--- src/common/wake_irq_pkg.sv ---
// shared constants for the wake interrupt flags and reset entry block
package wake_irq_pkg;
  localparam int          NUM_WAKE          = 6;
  localparam int          ADDR_W            = 4;
  localparam int          DATA_W            = 32;
  // register byte offsets
  localparam logic [3:0]  OFF_WAKE_FLAGS    = 4'h0;
  localparam logic [3:0]  OFF_EXT_FLAGS     = 4'h4;
  localparam logic [3:0]  OFF_WAKE_CONFIG   = 4'h8;
  localparam logic [3:0]  OFF_ENABLE        = 4'hc;
  // field positions in the config register
  localparam int          CFG_EDGE_LSB      = 0;
  localparam int          CFG_EXT_EDGE_BIT  = 6;
  localparam int          CFG_FUNC_LSB      = 8;
  localparam int          CFG_EXT_FUNC_BIT  = 14;
  // field positions in the enable register
  localparam int          EN_EXT_BIT        = 0;
  localparam int          EN_WAKE_BIT       = 5;
  // reserved flag bits read as ones
  localparam logic [1:0]  WAKE_RSVD_VALUE   = 2'h3;
  localparam int          WAKE_RSVD_LSB     = 6;
  // reset vector location and width
  localparam logic [15:0] RESET_VEC_ADDR    = 16'h0000;
  localparam int          MEM_AW            = 4;
  // least reset hold from outside, system clocks
  localparam int          RESET_HOLD_CYCLES = 10;
  // reset entry sequencer states
  typedef enum logic [3:0] {
    ST_HALT  = 4'h1,
    ST_MASK  = 4'h2,
    ST_FETCH = 4'h4,
    ST_RUN   = 4'h8
  } entry_state_t;
endpackage : wake_irq_pkg

--- src/rtl/vector_rom.sv ---
// small vector memory with registered read data
`timescale 1ns/1ps
module vector_rom
  import wake_irq_pkg::*;
#(
  parameter int          AW        = MEM_AW,
  parameter logic [15:0] VEC_VALUE = 16'h0100
) (
  input  wire logic          clk,
  input  wire logic          rst_n,
  input  wire logic [AW-1:0] addr,
  output logic      [7:0]    rdata
);
  logic [7:0] mem [0:(1<<AW)-1];

  // fixed contents: the vector in big-endian order, rest zero
  always_comb begin
    for (int i = 0; i < (1<<AW); i++) begin
      mem[i] = 8'h00;
    end
    mem[0] = VEC_VALUE[15:8];
    mem[1] = VEC_VALUE[7:0];
  end

  // registered read port
  always_ff @(posedge clk or negedge rst_n) begin
    if (!rst_n) begin
      rdata <= 8'h00;
    end else begin
      rdata <= mem[addr];
    end
  end
endmodule : vector_rom

--- src/rtl/wake_irq_flags_reset_entry.sv ---
// wake and line-0 request flags, avalon slave, and reset entry sequencer
`timescale 1ns/1ps
// What this block does
// (RULE1) line-0 flag sets on chosen edge when pin is interrupt input; write 0 clears
// (RULE2) wake flag register bits 7 and 6 always read as one
// (RULE3) wake flags 5..0 set on chosen edge of their pin in interrupt mode
// (RULE4) writing 0 clears a wake flag; flags reset to zero
// (RULE5) reset pin low halts all processing at once
// (RULE6) reset returns all internal state and registers to initial values
// (RULE7) outside logic holds reset low at least ten clocks during operation
// (RULE8) at power-up outside logic holds reset until clock is stable
// (RULE9) on reset release the reset entry sequence begins
// (RULE10) first entry step sets the interrupt mask bit to one
// (RULE11) then vector read from bytes 0 and 1 loads program counter, run starts
// (RULE12) each pin's set edge is chosen individually, rising or falling
// (RULE13) a pin sets its flag only when its function is interrupt input
// (RULE14) one common enable masks all six wake requests toward the processor
// (RULE15) writing 1 keeps a flag; a new edge beats a same-cycle clear
module wake_irq_flags_reset_entry
  import wake_irq_pkg::*;
#(
  parameter int          NW        = NUM_WAKE,
  parameter logic [15:0] VEC_VALUE = 16'h0100
) (
  input  wire logic              clk,
  input  wire logic              rst_n,
  input  wire logic [ADDR_W-1:0] avs_address,
  input  wire logic              avs_read,
  input  wire logic              avs_write,
  input  wire logic [3:0]        avs_byteenable,
  input  wire logic [DATA_W-1:0] avs_writedata,
  output logic      [DATA_W-1:0] avs_readdata,
  output logic                   avs_waitrequest,
  output logic                   avs_response_err,
  input  wire logic [NW-1:0]     wake_line,
  input  wire logic              ext_int_line_0,
  output logic                   irq,
  output logic                   wake_irq_req,
  output logic                   ext0_irq_req,
  output logic                   interrupt_mask,
  output logic      [15:0]       program_counter,
  output logic                   cpu_run
);
  localparam int NP = NW + 1; // wake pins plus line 0

  // pin synchroniser stages: s1 only feeds s2
  logic [NP-1:0] pin_s1;
  logic [NP-1:0] pin_s2;
  logic [NP-1:0] pin_s3;
  logic [NP-1:0] pin_level;

  // software registers
  logic [NW-1:0] wake_request_flags;
  logic          ext_line0_request_flag;
  logic [NW-1:0] wake_edge_select;
  logic          ext_edge_select;
  logic [NW-1:0] wake_pin_is_irq;
  logic          ext_pin_is_irq;
  logic          wake_common_enable;
  logic          ext_line0_enable;

  // bus handshake
  logic          acc_done;
  logic          rd_hit;
  logic          wr_hit;
  logic          addr_ok;

  // edge events and clears
  logic [NP-1:0] edge_sel_all;
  logic [NP-1:0] func_irq_all;
  logic [NP-1:0] pin_event;
  logic [NW-1:0] wake_clear;
  logic          ext_clear;

  // reset entry
  entry_state_t  state;
  entry_state_t  next_state;
  logic [1:0]    fetch_cnt;
  logic [MEM_AW-1:0] rom_addr;
  logic [7:0]    rom_data;

  // a change counts only once stages two and three agree
  always_ff @(posedge clk or negedge rst_n) begin
    if (!rst_n) begin
      pin_s1 <= '0;
      pin_s2 <= '0;
      pin_s3 <= '0;
    end else begin
      pin_s1 <= {ext_int_line_0, wake_line};
      pin_s2 <= pin_s1;
      pin_s3 <= pin_s2;
    end
  end

  // filtered level follows only agreed values
  always_ff @(posedge clk or negedge rst_n) begin
    if (!rst_n) begin
      pin_level <= '0;
    end else begin
      for (int i = 0; i < NP; i++) begin
        if (pin_s2[i] == pin_s3[i]) begin
          pin_level[i] <= pin_s3[i];
        end
      end
    end
  end

  // edge detect per pin, gated by pin function
  assign edge_sel_all = {ext_edge_select, wake_edge_select};
  assign func_irq_all = {ext_pin_is_irq, wake_pin_is_irq};
  always_comb begin
    for (int i = 0; i < NP; i++) begin
      // edge select 1 = rising, 0 = falling
      pin_event[i] = func_irq_all[i] &&                              // [RULE13]
                     (pin_s2[i] == pin_s3[i]) &&
                     (pin_s3[i] != pin_level[i]) &&
                     (pin_s3[i] == edge_sel_all[i]);                 // [RULE12]
    end
  end

  // one-wait-state slave: waitrequest low in the second cycle of a request
  assign avs_waitrequest = (avs_read || avs_write) && !acc_done;
  assign rd_hit          = avs_read && !avs_waitrequest;
  assign wr_hit          = avs_write && !avs_waitrequest && avs_byteenable[0];
  assign addr_ok = (avs_address == OFF_WAKE_FLAGS) || (avs_address == OFF_EXT_FLAGS) ||
                   (avs_address == OFF_WAKE_CONFIG) || (avs_address == OFF_ENABLE);

  // acc_done marks the answer cycle and then drops for one idle cycle
  always_ff @(posedge clk or negedge rst_n) begin
    if (!rst_n) begin
      acc_done <= 1'b0;
    end else begin
      acc_done <= (avs_read || avs_write) && !acc_done;
    end
  end

  // clears come from writing zero; writing one leaves the flag alone
  always_comb begin
    wake_clear = '0;
    ext_clear  = 1'b0;
    if (wr_hit && avs_address == OFF_WAKE_FLAGS) begin
      wake_clear = ~avs_writedata[NW-1:0];                           // [RULE4] [RULE15]
    end
    if (wr_hit && avs_address == OFF_EXT_FLAGS) begin
      ext_clear = ~avs_writedata[0];                                 // [RULE1]
    end
  end

  // sticky flags; a new edge wins over a clear in the same cycle
  always_ff @(posedge clk or negedge rst_n) begin
    if (!rst_n) begin
      wake_request_flags     <= '0;                                  // [RULE4] [RULE6]
      ext_line0_request_flag <= 1'b0;
    end else begin
      wake_request_flags     <= (wake_request_flags & ~wake_clear) |
                                pin_event[NW-1:0];                   // [RULE3] [RULE15]
      ext_line0_request_flag <= (ext_line0_request_flag & ~ext_clear) |
                                pin_event[NW];                       // [RULE1] [RULE15]
    end
  end

  // configuration writes, low byte lanes only
  always_ff @(posedge clk or negedge rst_n) begin
    if (!rst_n) begin
      wake_edge_select   <= '0;                                      // [RULE6]
      ext_edge_select    <= 1'b0;
      wake_pin_is_irq    <= '0;
      ext_pin_is_irq     <= 1'b0;
      wake_common_enable <= 1'b0;
      ext_line0_enable   <= 1'b0;
    end else if (avs_write && !avs_waitrequest) begin
      if (avs_address == OFF_WAKE_CONFIG && avs_byteenable[0]) begin
        wake_edge_select <= avs_writedata[CFG_EDGE_LSB +: NW];
        ext_edge_select  <= avs_writedata[CFG_EXT_EDGE_BIT];
      end
      if (avs_address == OFF_WAKE_CONFIG && avs_byteenable[1]) begin
        wake_pin_is_irq <= avs_writedata[CFG_FUNC_LSB +: NW];
        ext_pin_is_irq  <= avs_writedata[CFG_EXT_FUNC_BIT];
      end
      if (avs_address == OFF_ENABLE && avs_byteenable[0]) begin
        wake_common_enable <= avs_writedata[EN_WAKE_BIT];
        ext_line0_enable   <= avs_writedata[EN_EXT_BIT];
      end
    end
  end

  // read data registered at the answer edge; unmapped reads zero plus error
  always_ff @(posedge clk or negedge rst_n) begin
    if (!rst_n) begin
      avs_readdata     <= '0;
      avs_response_err <= 1'b0;
    end else if ((avs_read || avs_write) && !acc_done) begin
      avs_readdata     <= '0;
      avs_response_err <= !addr_ok;
      if (avs_read) begin
        case (avs_address)
          OFF_WAKE_FLAGS: begin
            avs_readdata[WAKE_RSVD_LSB +: 2] <= WAKE_RSVD_VALUE;     // [RULE2]
            avs_readdata[NW-1:0]             <= wake_request_flags;
          end
          OFF_EXT_FLAGS: begin
            avs_readdata[0] <= ext_line0_request_flag;
          end
          OFF_WAKE_CONFIG: begin
            avs_readdata[CFG_EDGE_LSB +: NW] <= wake_edge_select;
            avs_readdata[CFG_EXT_EDGE_BIT]   <= ext_edge_select;
            avs_readdata[CFG_FUNC_LSB +: NW] <= wake_pin_is_irq;
            avs_readdata[CFG_EXT_FUNC_BIT]   <= ext_pin_is_irq;
          end
          OFF_ENABLE: begin
            avs_readdata[EN_WAKE_BIT] <= wake_common_enable;
            avs_readdata[EN_EXT_BIT]  <= ext_line0_enable;
          end
          default: begin
            avs_readdata <= '0;
          end
        endcase
      end
    end
  end

  // requests toward the processor; one common enable for all wake flags
  assign wake_irq_req = wake_common_enable && (|wake_request_flags);  // [RULE14]
  assign ext0_irq_req = ext_line0_enable && ext_line0_request_flag;
  assign irq          = wake_irq_req || ext0_irq_req;

  // reset entry state; async reset stops everything at once
  always_ff @(posedge clk or negedge rst_n) begin
    if (!rst_n) begin
      state <= ST_HALT;                                              // [RULE5]
    end else begin
      state <= next_state;
    end
  end

  // halt -> mask -> fetch two vector bytes -> run
  always_comb begin
    next_state = state;
    case (state)
      ST_HALT:  next_state = ST_MASK;                                // [RULE9]
      ST_MASK:  next_state = ST_FETCH;
      ST_FETCH: next_state = (fetch_cnt == 2'h3) ? ST_RUN : ST_FETCH;
      ST_RUN:   next_state = ST_RUN;
      default:  next_state = ST_HALT;
    endcase
  end

  // fetch counter: addresses issued at count 0,1, data at 1,2, done at 3
  always_ff @(posedge clk or negedge rst_n) begin
    if (!rst_n) begin
      fetch_cnt <= 2'h0;
    end else if (state == ST_FETCH) begin
      fetch_cnt <= fetch_cnt + 2'h1;
    end
  end

  assign rom_addr = RESET_VEC_ADDR[MEM_AW-1:0] + {{(MEM_AW-1){1'b0}}, fetch_cnt[0]};

  vector_rom #(
    .AW        (MEM_AW),
    .VEC_VALUE (VEC_VALUE)
  ) u_vector_rom (
    .clk   (clk),
    .rst_n (rst_n),
    .addr  (rom_addr),
    .rdata (rom_data)
  );

  // mask set first; the vector is loaded high byte then low byte
  always_ff @(posedge clk or negedge rst_n) begin
    if (!rst_n) begin
      interrupt_mask  <= 1'b0;
      program_counter <= 16'h0000;
    end else begin
      if (state == ST_MASK) begin
        interrupt_mask <= 1'b1;                                      // [RULE10]
      end
      if (state == ST_FETCH && fetch_cnt == 2'h1) begin
        program_counter[15:8] <= rom_data;                           // [RULE11]
      end
      if (state == ST_FETCH && fetch_cnt == 2'h2) begin
        program_counter[7:0] <= rom_data;                            // [RULE11]
      end
    end
  end

  // processor may run only after the vector is in place
  assign cpu_run = (state == ST_RUN);                                // [RULE11]
endmodule : wake_irq_flags_reset_entry

--- config.mk ---
export PLATFORM = sky130hd
export DESIGN_NAME = wake_irq_flags_reset_entry
export DESIGN_NICKNAME = d
export VERILOG_FILES = /design/src/common/wake_irq_pkg.sv /design/src/rtl/vector_rom.sv /design/src/rtl/wake_irq_flags_reset_entry.sv
export SDC_FILE = /design/constraint.sdc
export NUM_CORES = 1
export LEC_CHECK = 0
export ABC_AREA = 0
export BUFFER_PORTS_ARGS = -buffer_cell sky130_fd_sc_hd__buf_2
export CORE_UTILIZATION = 40
export DETAILED_ROUTE_END_ITERATION = 7
export GPL_ROUTABILITY_DRIVEN = 0
export PLACE_DENSITY_LB_ADDON = 0.1
export RECOVER_POWER = 25
export SYNTH_ARGS = -nofsm -noshare
export SYNTH_HDL_FRONTEND = slang
export SYNTH_SLANG_ARGS = --single-unit
--- constraint.sdc ---
create_clock -name clk -period 2.3 [get_ports clk]
set_input_delay 0.69 -clock clk [delete_from_list [all_inputs] [get_ports clk]]
set_output_delay 0.69 -clock clk [all_outputs]
set_load 0.01 [all_outputs]
# After elaboration in Yosys (flattened, before gate mapping)
# Memory sizes are Yosys's and may differ from the RTL's. A register that Yosys moved wholly into a read port is not among the register bits.
# Cells that the tools add are included.
classes:
  div: 0
  bitwise_logic: 9
  shift: 0
  n_mul: 0
  addsub: 1
  n_eq_ne: 31
  order_cmp: 0
  n_mux: 11
  n_reduce_logical: 47
op_table:
  columns: ["op", "n"]
  rows:
  - ["1-bit logical AND", 33]
  - ["4-bit one-hot mux with 4 select lines", 1]
  - ["15-bit 2-to-1 mux", 1]
  - ["1-bit == test", 14]
  - ["4-bit == test (second input constant)", 3]
  - ["6-bit NOT", 2]
  - ["4-bit by 3-bit == test with 1-bit output (second input constant)", 2]
  - ["4-bit one-hot mux with 2 select lines", 1]
  - ["7-bit 2-to-1 mux", 1]
  - ["1-bit inequality test", 7]
  - ["6-bit bitwise AND", 1]
  - ["6-bit 2-to-1 mux", 1]
  - ["6-bit OR", 1]
  - ["2-bit AND reduction", 3]
  - ["6-bit OR reduction", 1]
  - ["1-bit logical OR", 5]
  - ["1-bit NOT with 5-bit output", 1]
  - ["2-bit == test (second input constant)", 2]
  - ["4-bit by 1-bit == test with 1-bit output (second input constant)", 1]
  - ["4-bit by 2-bit == test with 1-bit output (second input constant)", 1]
  - ["1-bit logical NOT", 4]
  - ["4-bit logical NOT", 1]
  - ["4-bit 2-to-1 mux", 1]
  - ["1-bit one-hot mux with 4 select lines", 1]
  - ["8 further kinds", 10]
totals:
  register_bits: 108
  mem_bits_rw: 0
  inputBits: 51
  elab_cells: 126
  out_inout_bits: 55
  romBits: 128
  latch_bits: 0
  n_memories: 1
mem_list:
  columns: ["memory", "depth", "word_bits", "read_ports", "rd_clocked_by_memory_dff", "wr", "line_no", "source"]
  rows:
  - ["(no name shown)", 16, 8, 1, 1, 0, "vector_rom.sv:30", "rdata <= mem[addr];"]

# Longest topological paths before layout
logic_depth:
  depth_word: 10
  ltp_mapped: 4
  ltp_nobuf: 4

# Modules after synthesis
# A second synthesis with hierarchy kept.
unflattened:
  cells_unflattened: 292
  area_unflattened_um2: 3846.2
by_module_without_submodules:
  columns: ["mod", "cells_each", "area_per_inst_um2", "seq_area_each_um2", "n_inst"]
  rows:
  - ["wake_irq_flags_reset_entry", 282, 3752.3, 2278.4, 1]
  - ["vector_rom", 10, 93.8, 25.0, 1]

# Worst setup path after synthesis
# No wires, ideal clock.
synth_path:
  path_kind: "reg-to-output"
  start: "reg wake_request_flags[4]"
  end: "out irq"
  n_path_buf: 0
  t_arrival_ns: 1.425
  path_stages_with_launch: 4
  required_ns: 1.610
  setup_slack_ns: 0.185
  cell_sequence: "dfrtp_1 > or4_1 > o31a_1 > or2_1"
synth_via:
  elab_chain_cells: 3
synth_rtl:
  columns: ["element", "line_no", "source"]
  rows:
  - ["from (decl)", "wake_irq_flags_reset_entry.sv:53", "logic [NW-1:0] wake_request_flags;"]
  - ["from (signal assigned)", "wake_irq_flags_reset_entry.sv:155", "wake_request_flags <= (wake_request_flags & ~wake_clear) |"]
  - ["6-bit OR reduction", "wake_irq_flags_reset_entry.sv:223", "assign wake_irq_req = wake_common_enable && (|wake_request_flags);"]
  - ["1-bit logical AND", "wake_irq_flags_reset_entry.sv:223", null]
  - ["net wake_irq_req", "wake_irq_flags_reset_entry.sv:38", "output logic wake_irq_req,"]
  - ["1-bit logical OR", "wake_irq_flags_reset_entry.sv:225", "assign irq = wake_irq_req || ext0_irq_req;"]
  - ["to (decl)", "wake_irq_flags_reset_entry.sv:37", "output logic irq,"]
# The timed path passes the listed nets, and every way through them passes these cells.

# Worst setup path after layout
layout_path:
  start: "reg wake_request_flags[4]"
  end: "out irq"
layout_via:
  elab_chain_cells: 3
layout_rtl:
  columns: ["element", "line_no"]
  rows:
  - ["6-bit OR reduction", "wake_irq_flags_reset_entry.sv:223"]
  - ["1-bit logical AND", "wake_irq_flags_reset_entry.sv:223"]
  - ["1-bit logical OR", "wake_irq_flags_reset_entry.sv:225"]
# Every way passes these cells.

==> results.md <==
Global routing:
- Summed over all layers, the global routing overflow is 0.
- Global routing consumed, over all layers together, 15.7% of the routing resources.
- The first global-routing pass estimated between 10000 and 15000 µm of wire.
- The pin count of the biggest net entering global routing is 35.
- The initial antenna violation count is 0.
- The number of global-route vias before repair is 2105.

Setup path:
- The setup slack of the worst register-to-register path is roughly 0.79 ns.
- The kind of start point of the critical path is a register.
- The worst setup path is captured at an output pin.
- At the worst endpoint, the arrival time is 1.90 ns.
- At the worst endpoint, the required time is between 1.5 and 2 ns.
- The worst setup path is of the reg -> out kind.
- The maximum net fanout on the critical path is 2.

Floorplanning:
- The die footprint is between 8000 and 9000 µm².
- The total area inside the core boundary comes to 8180 µm².
- From left edge to right edge, the die measures 93.5 µm.
- The boundary pin count is 106.
- The cell row count is 33.
- The vertical die dimension is 93.5 µm.
- The effective utilization at floorplan is between 40 and 50%.

Final layout:
- The number of antenna diodes in the final layout is 0.
- The number of nets in the layout is about 390.
- With fillers left out, the area of the finished cells amounts to 3940 µm².
- The ratio of cells with drive above 1 in the final layout is 28.6%.
- The area added between synthesis and finish is 17.6%.
- Excluding fillers, the count of instances in the completed layout stands at about 450.
- Counting the fill cells in the layout gives approximately 760.

Run status:
- The final reports fail on negative setup slack.
- The run finished, with violations left.

STA:
- Timing would allow up to 385 MHz.
- Setup repair after global routing could not meet its margin everywhere.
- The clock skew is 0.0100 ns.
- The routed design could run at a clock period as short as 2.59 ns.
- The final worst setup slack is -0.294 ns.
- The worst hold slack is 0.352 ns.
- The final-report setup violation count is 2.
- The worst pin sits at a relative slew slack of 2.22%.
- At the pin with the least slew margin, the transition time is 1.47 ns.
- The fraction of the cycle the final worst path needs is 113%.
- The final-report max-slew violation count is 0.
- The number of hold-slack violations in the final timing report is 0.

Yosys:
- Counting instances in the post-synthesis netlist gives the leading cell types as sky130_fd_sc_hd__dfrtp_1, sky130_fd_sc_hd__buf_4, sky130_fd_sc_hd__nand2_1.
- The most used flip-flop cell after synthesis is sky130_fd_sc_hd__dfrtp_1.
- The count of cell types in the netlist is 43.
- The most frequently used cell type in the post-synthesis netlist is sky130_fd_sc_hd__dfrtp_1.
- The post-synthesis instance area is between 3000 and 4000 µm².
- In this run, synthesis inferred 0 flip-flops with an integrated enable.
- The share of synthesized area in the top cell type comes to between 50% and 60%.
- For this run, the number of Yosys warnings is 0.
- In the synthesized netlist the async set-or-reset flop fraction comes to 100%.
- The number of register bits inferred by synthesis is 78.
- The average size of a mapped cell is 12.4 µm².
- In the synthesized netlist, the number of instances is 270.
- Sorting the synthesized cells by area gives the leading types as sky130_fd_sc_hd__dfrtp_1, sky130_fd_sc_hd__buf_4, sky130_fd_sc_hd__mux2_2.
- The share of the Yosys chip area taken by registers is 58.3%.
- Of all cell types, the one taking the most synthesized area is sky130_fd_sc_hd__dfrtp_1.

Clock tree:
- The root buffer selected by CTS is sky130_fd_sc_hd__clkbuf_8.
- The depth of the CTS H-tree is 3.
- The quantity of hold-fixing buffers added after cts is 0.
- After clock tree synthesis, the clock-pin slew on the worst setup and hold paths is 0.07 ns.
- The total number of clock tree sinks is 78.
- The worst-case clock buffer depth is 2.
- The clock reaches the later pin of the worst-skew pair after roughly 0.34 ns.
- Counting the buffers created by CTS gives 9.
- TritonCTS built the clock tree.

Place:
- The total placed instance area is between 3000 and 4000 µm².
- Prior to clock tree synthesis, the placed netlist has a worst setup slack of 0.0433 ns.
- Detailed placement ended at an HPWL of 4600 µm.
- In this run, placement finished with an instance count of 431.
- Port buffering added 54 buffers.

Power and ir drop:
- The maximum ir drop on the vdd rail is about 0.39 mV.
- The leakage power summed over all cells is 1.87 nW.
- Overall power consumption after layout is estimated at 3.09 mW.
- The areal power density over the cells is 784 nW/µm².

Routing:
- The DRC violation count after routing is 0.
- The total length of routed wires is 6320 µm.
- In the routed layout, each cell is associated on average with a via count of 4.90.
- Before antenna repair, the detailed router went through 4 iterations.
- The detailed router finished its first iteration with 71 violations.
- In the final routed layout, each cell accounts on average for 14.1 µm.
- The detailed router placed around 2200 vias in this run.
- The count of nets left with antenna violations once routing finished came out at 0.

Run:
- The tool flagged a number of max-cap violations equal to 0.

Worst hold path:
- The tightest min-delay check is of the reg -> reg type.
where the power goes:
part           leakage (nW)  total (mW)  switching (mW)  internal (mW)
sequential            0.957        1.55          0.0792           1.48
clock                 0.120        1.24           0.485          0.753
combinational         0.791       0.300           0.158          0.142
total                  1.87        3.09           0.723           2.37
cells in the final DEF, fill, tap and decap left out, drive strengths merged, types with 2 or more instances in the layout:
master	count
dfrtp	77
buf	63
nand2	31
conb	31
o21ai	20
mux2	20
clkbuf	12
nor4b	11
o31ai	7
maj3	7
inv	6
mux2i	6
and4b	6
a22o	4
nor2	3
nand3	3
nor3b	3
ha	3
bufinv	3
nand2b	2
and3	2
nor3	2
clkinv	2
or4	2
per-layer routing:
layer | wire [µm] | vias to the layer above | GRT usage [%]
met5 | 0 | - | 0
met4 | 114 | 0 | 6.92
met1 | 2970 | 1091 | 20.9
met2 | 2950 | 61 | 24.9
met3 | 281 | 10 | 2.93
li1 | - | 1033 | -
stage by stage:
stage | util [%] | setup TNS (ns)
4_1_cts | 48.3 | -0.384
6_report | 48.2 | -0.378
3_5_place_dp | 45.1 | 0
2_1_floorplan | - | 0
5_1_grt | 48.2 | -0.478
3_3_place_gp | 45.1 | 0
path summary, 6_finish.rpt:
check / from / depth (start not counted) / to
worst max-delay path: wake_request_flags[4]$_DFF_PN0_ / 4 / irq
worst min-delay path: pin_s1[2]$_DFF_PN0_ / 0 / pin_s2[2]$_DFF_PN0_
worst max register to register: acc_done$_DFF_PN0_ / 3 / wake_edge_select[2]$_DFFE_PN0P_
worst min register to register: pin_s1[2]$_DFF_PN0_ / 0 / pin_s2[2]$_DFF_PN0_
max in group asynchronous: rst_n / 2 / state[0]$_DFF_PN1_
min in group asynchronous: rst_n / 1 / pin_level[4]$_DFFE_PN0N_
registers in the layout, indices dropped and copies added (netlist names):
register and flops:
acc_done 1, avs_readdata 15, avs_response_err 1, ext_edge_select 1, ext_line0_enable 1, ext_line0_request_flag 1, ext_pin_is_irq 1, fetch_cnt 2
interrupt_mask 1, pin_level 7, pin_s1 7, pin_s2 7, pin_s3 7, program_counter 2, state 4, u_vector_rom.rdata 1
wake_common_enable 1, wake_edge_select 6, wake_pin_is_irq 6, wake_request_flags 6
repair_timing:
| item | in CTS | in global routing |
|---|---|---|
| resized for setup | 1 | 0 |
| setup buffers | 1 | 0 |
| endpoints found under the setup margin | 2 | 2 |
| pin swaps | 0 | 0 |
final cells by class:
type,count,area (µm²),share of cell area (%)
Inverter,7,26.3,0.666
Timing Repair Buffer,64,357,9.04
Multi-Input combinational cell,178,1230,31.1
Clock buffer,11,141,3.59
Clock inverter,5,106,2.70
Tap cell,105,131,3.33
Sequential cell,78,1950,49.5
logic make-up after synthesis:
group                    synth area share [%]
buffers and inverters                    8.59
other                                   0.112
multiplexers                             8.51
flip-flops                               58.3
adder cells (fa/ha/maj)                  3.21
AND/OR/NAND/NOR                          13.4
AO/OA/AOI/OAI                            7.39
XOR/XNOR                                0.523
worst max-delay path: stages, from the launching register on:
cell and delay, ns:
sky130_fd_sc_hd__dfrtp_1 0.39, sky130_fd_sc_hd__or4_4 0.56, sky130_fd_sc_hd__o31a_1 0.27, sky130_fd_sc_hd__or2_1 0.22, sky130_fd_sc_hd__buf_2 0.13
No activity file was read; power rests on OpenSTA's default activity.
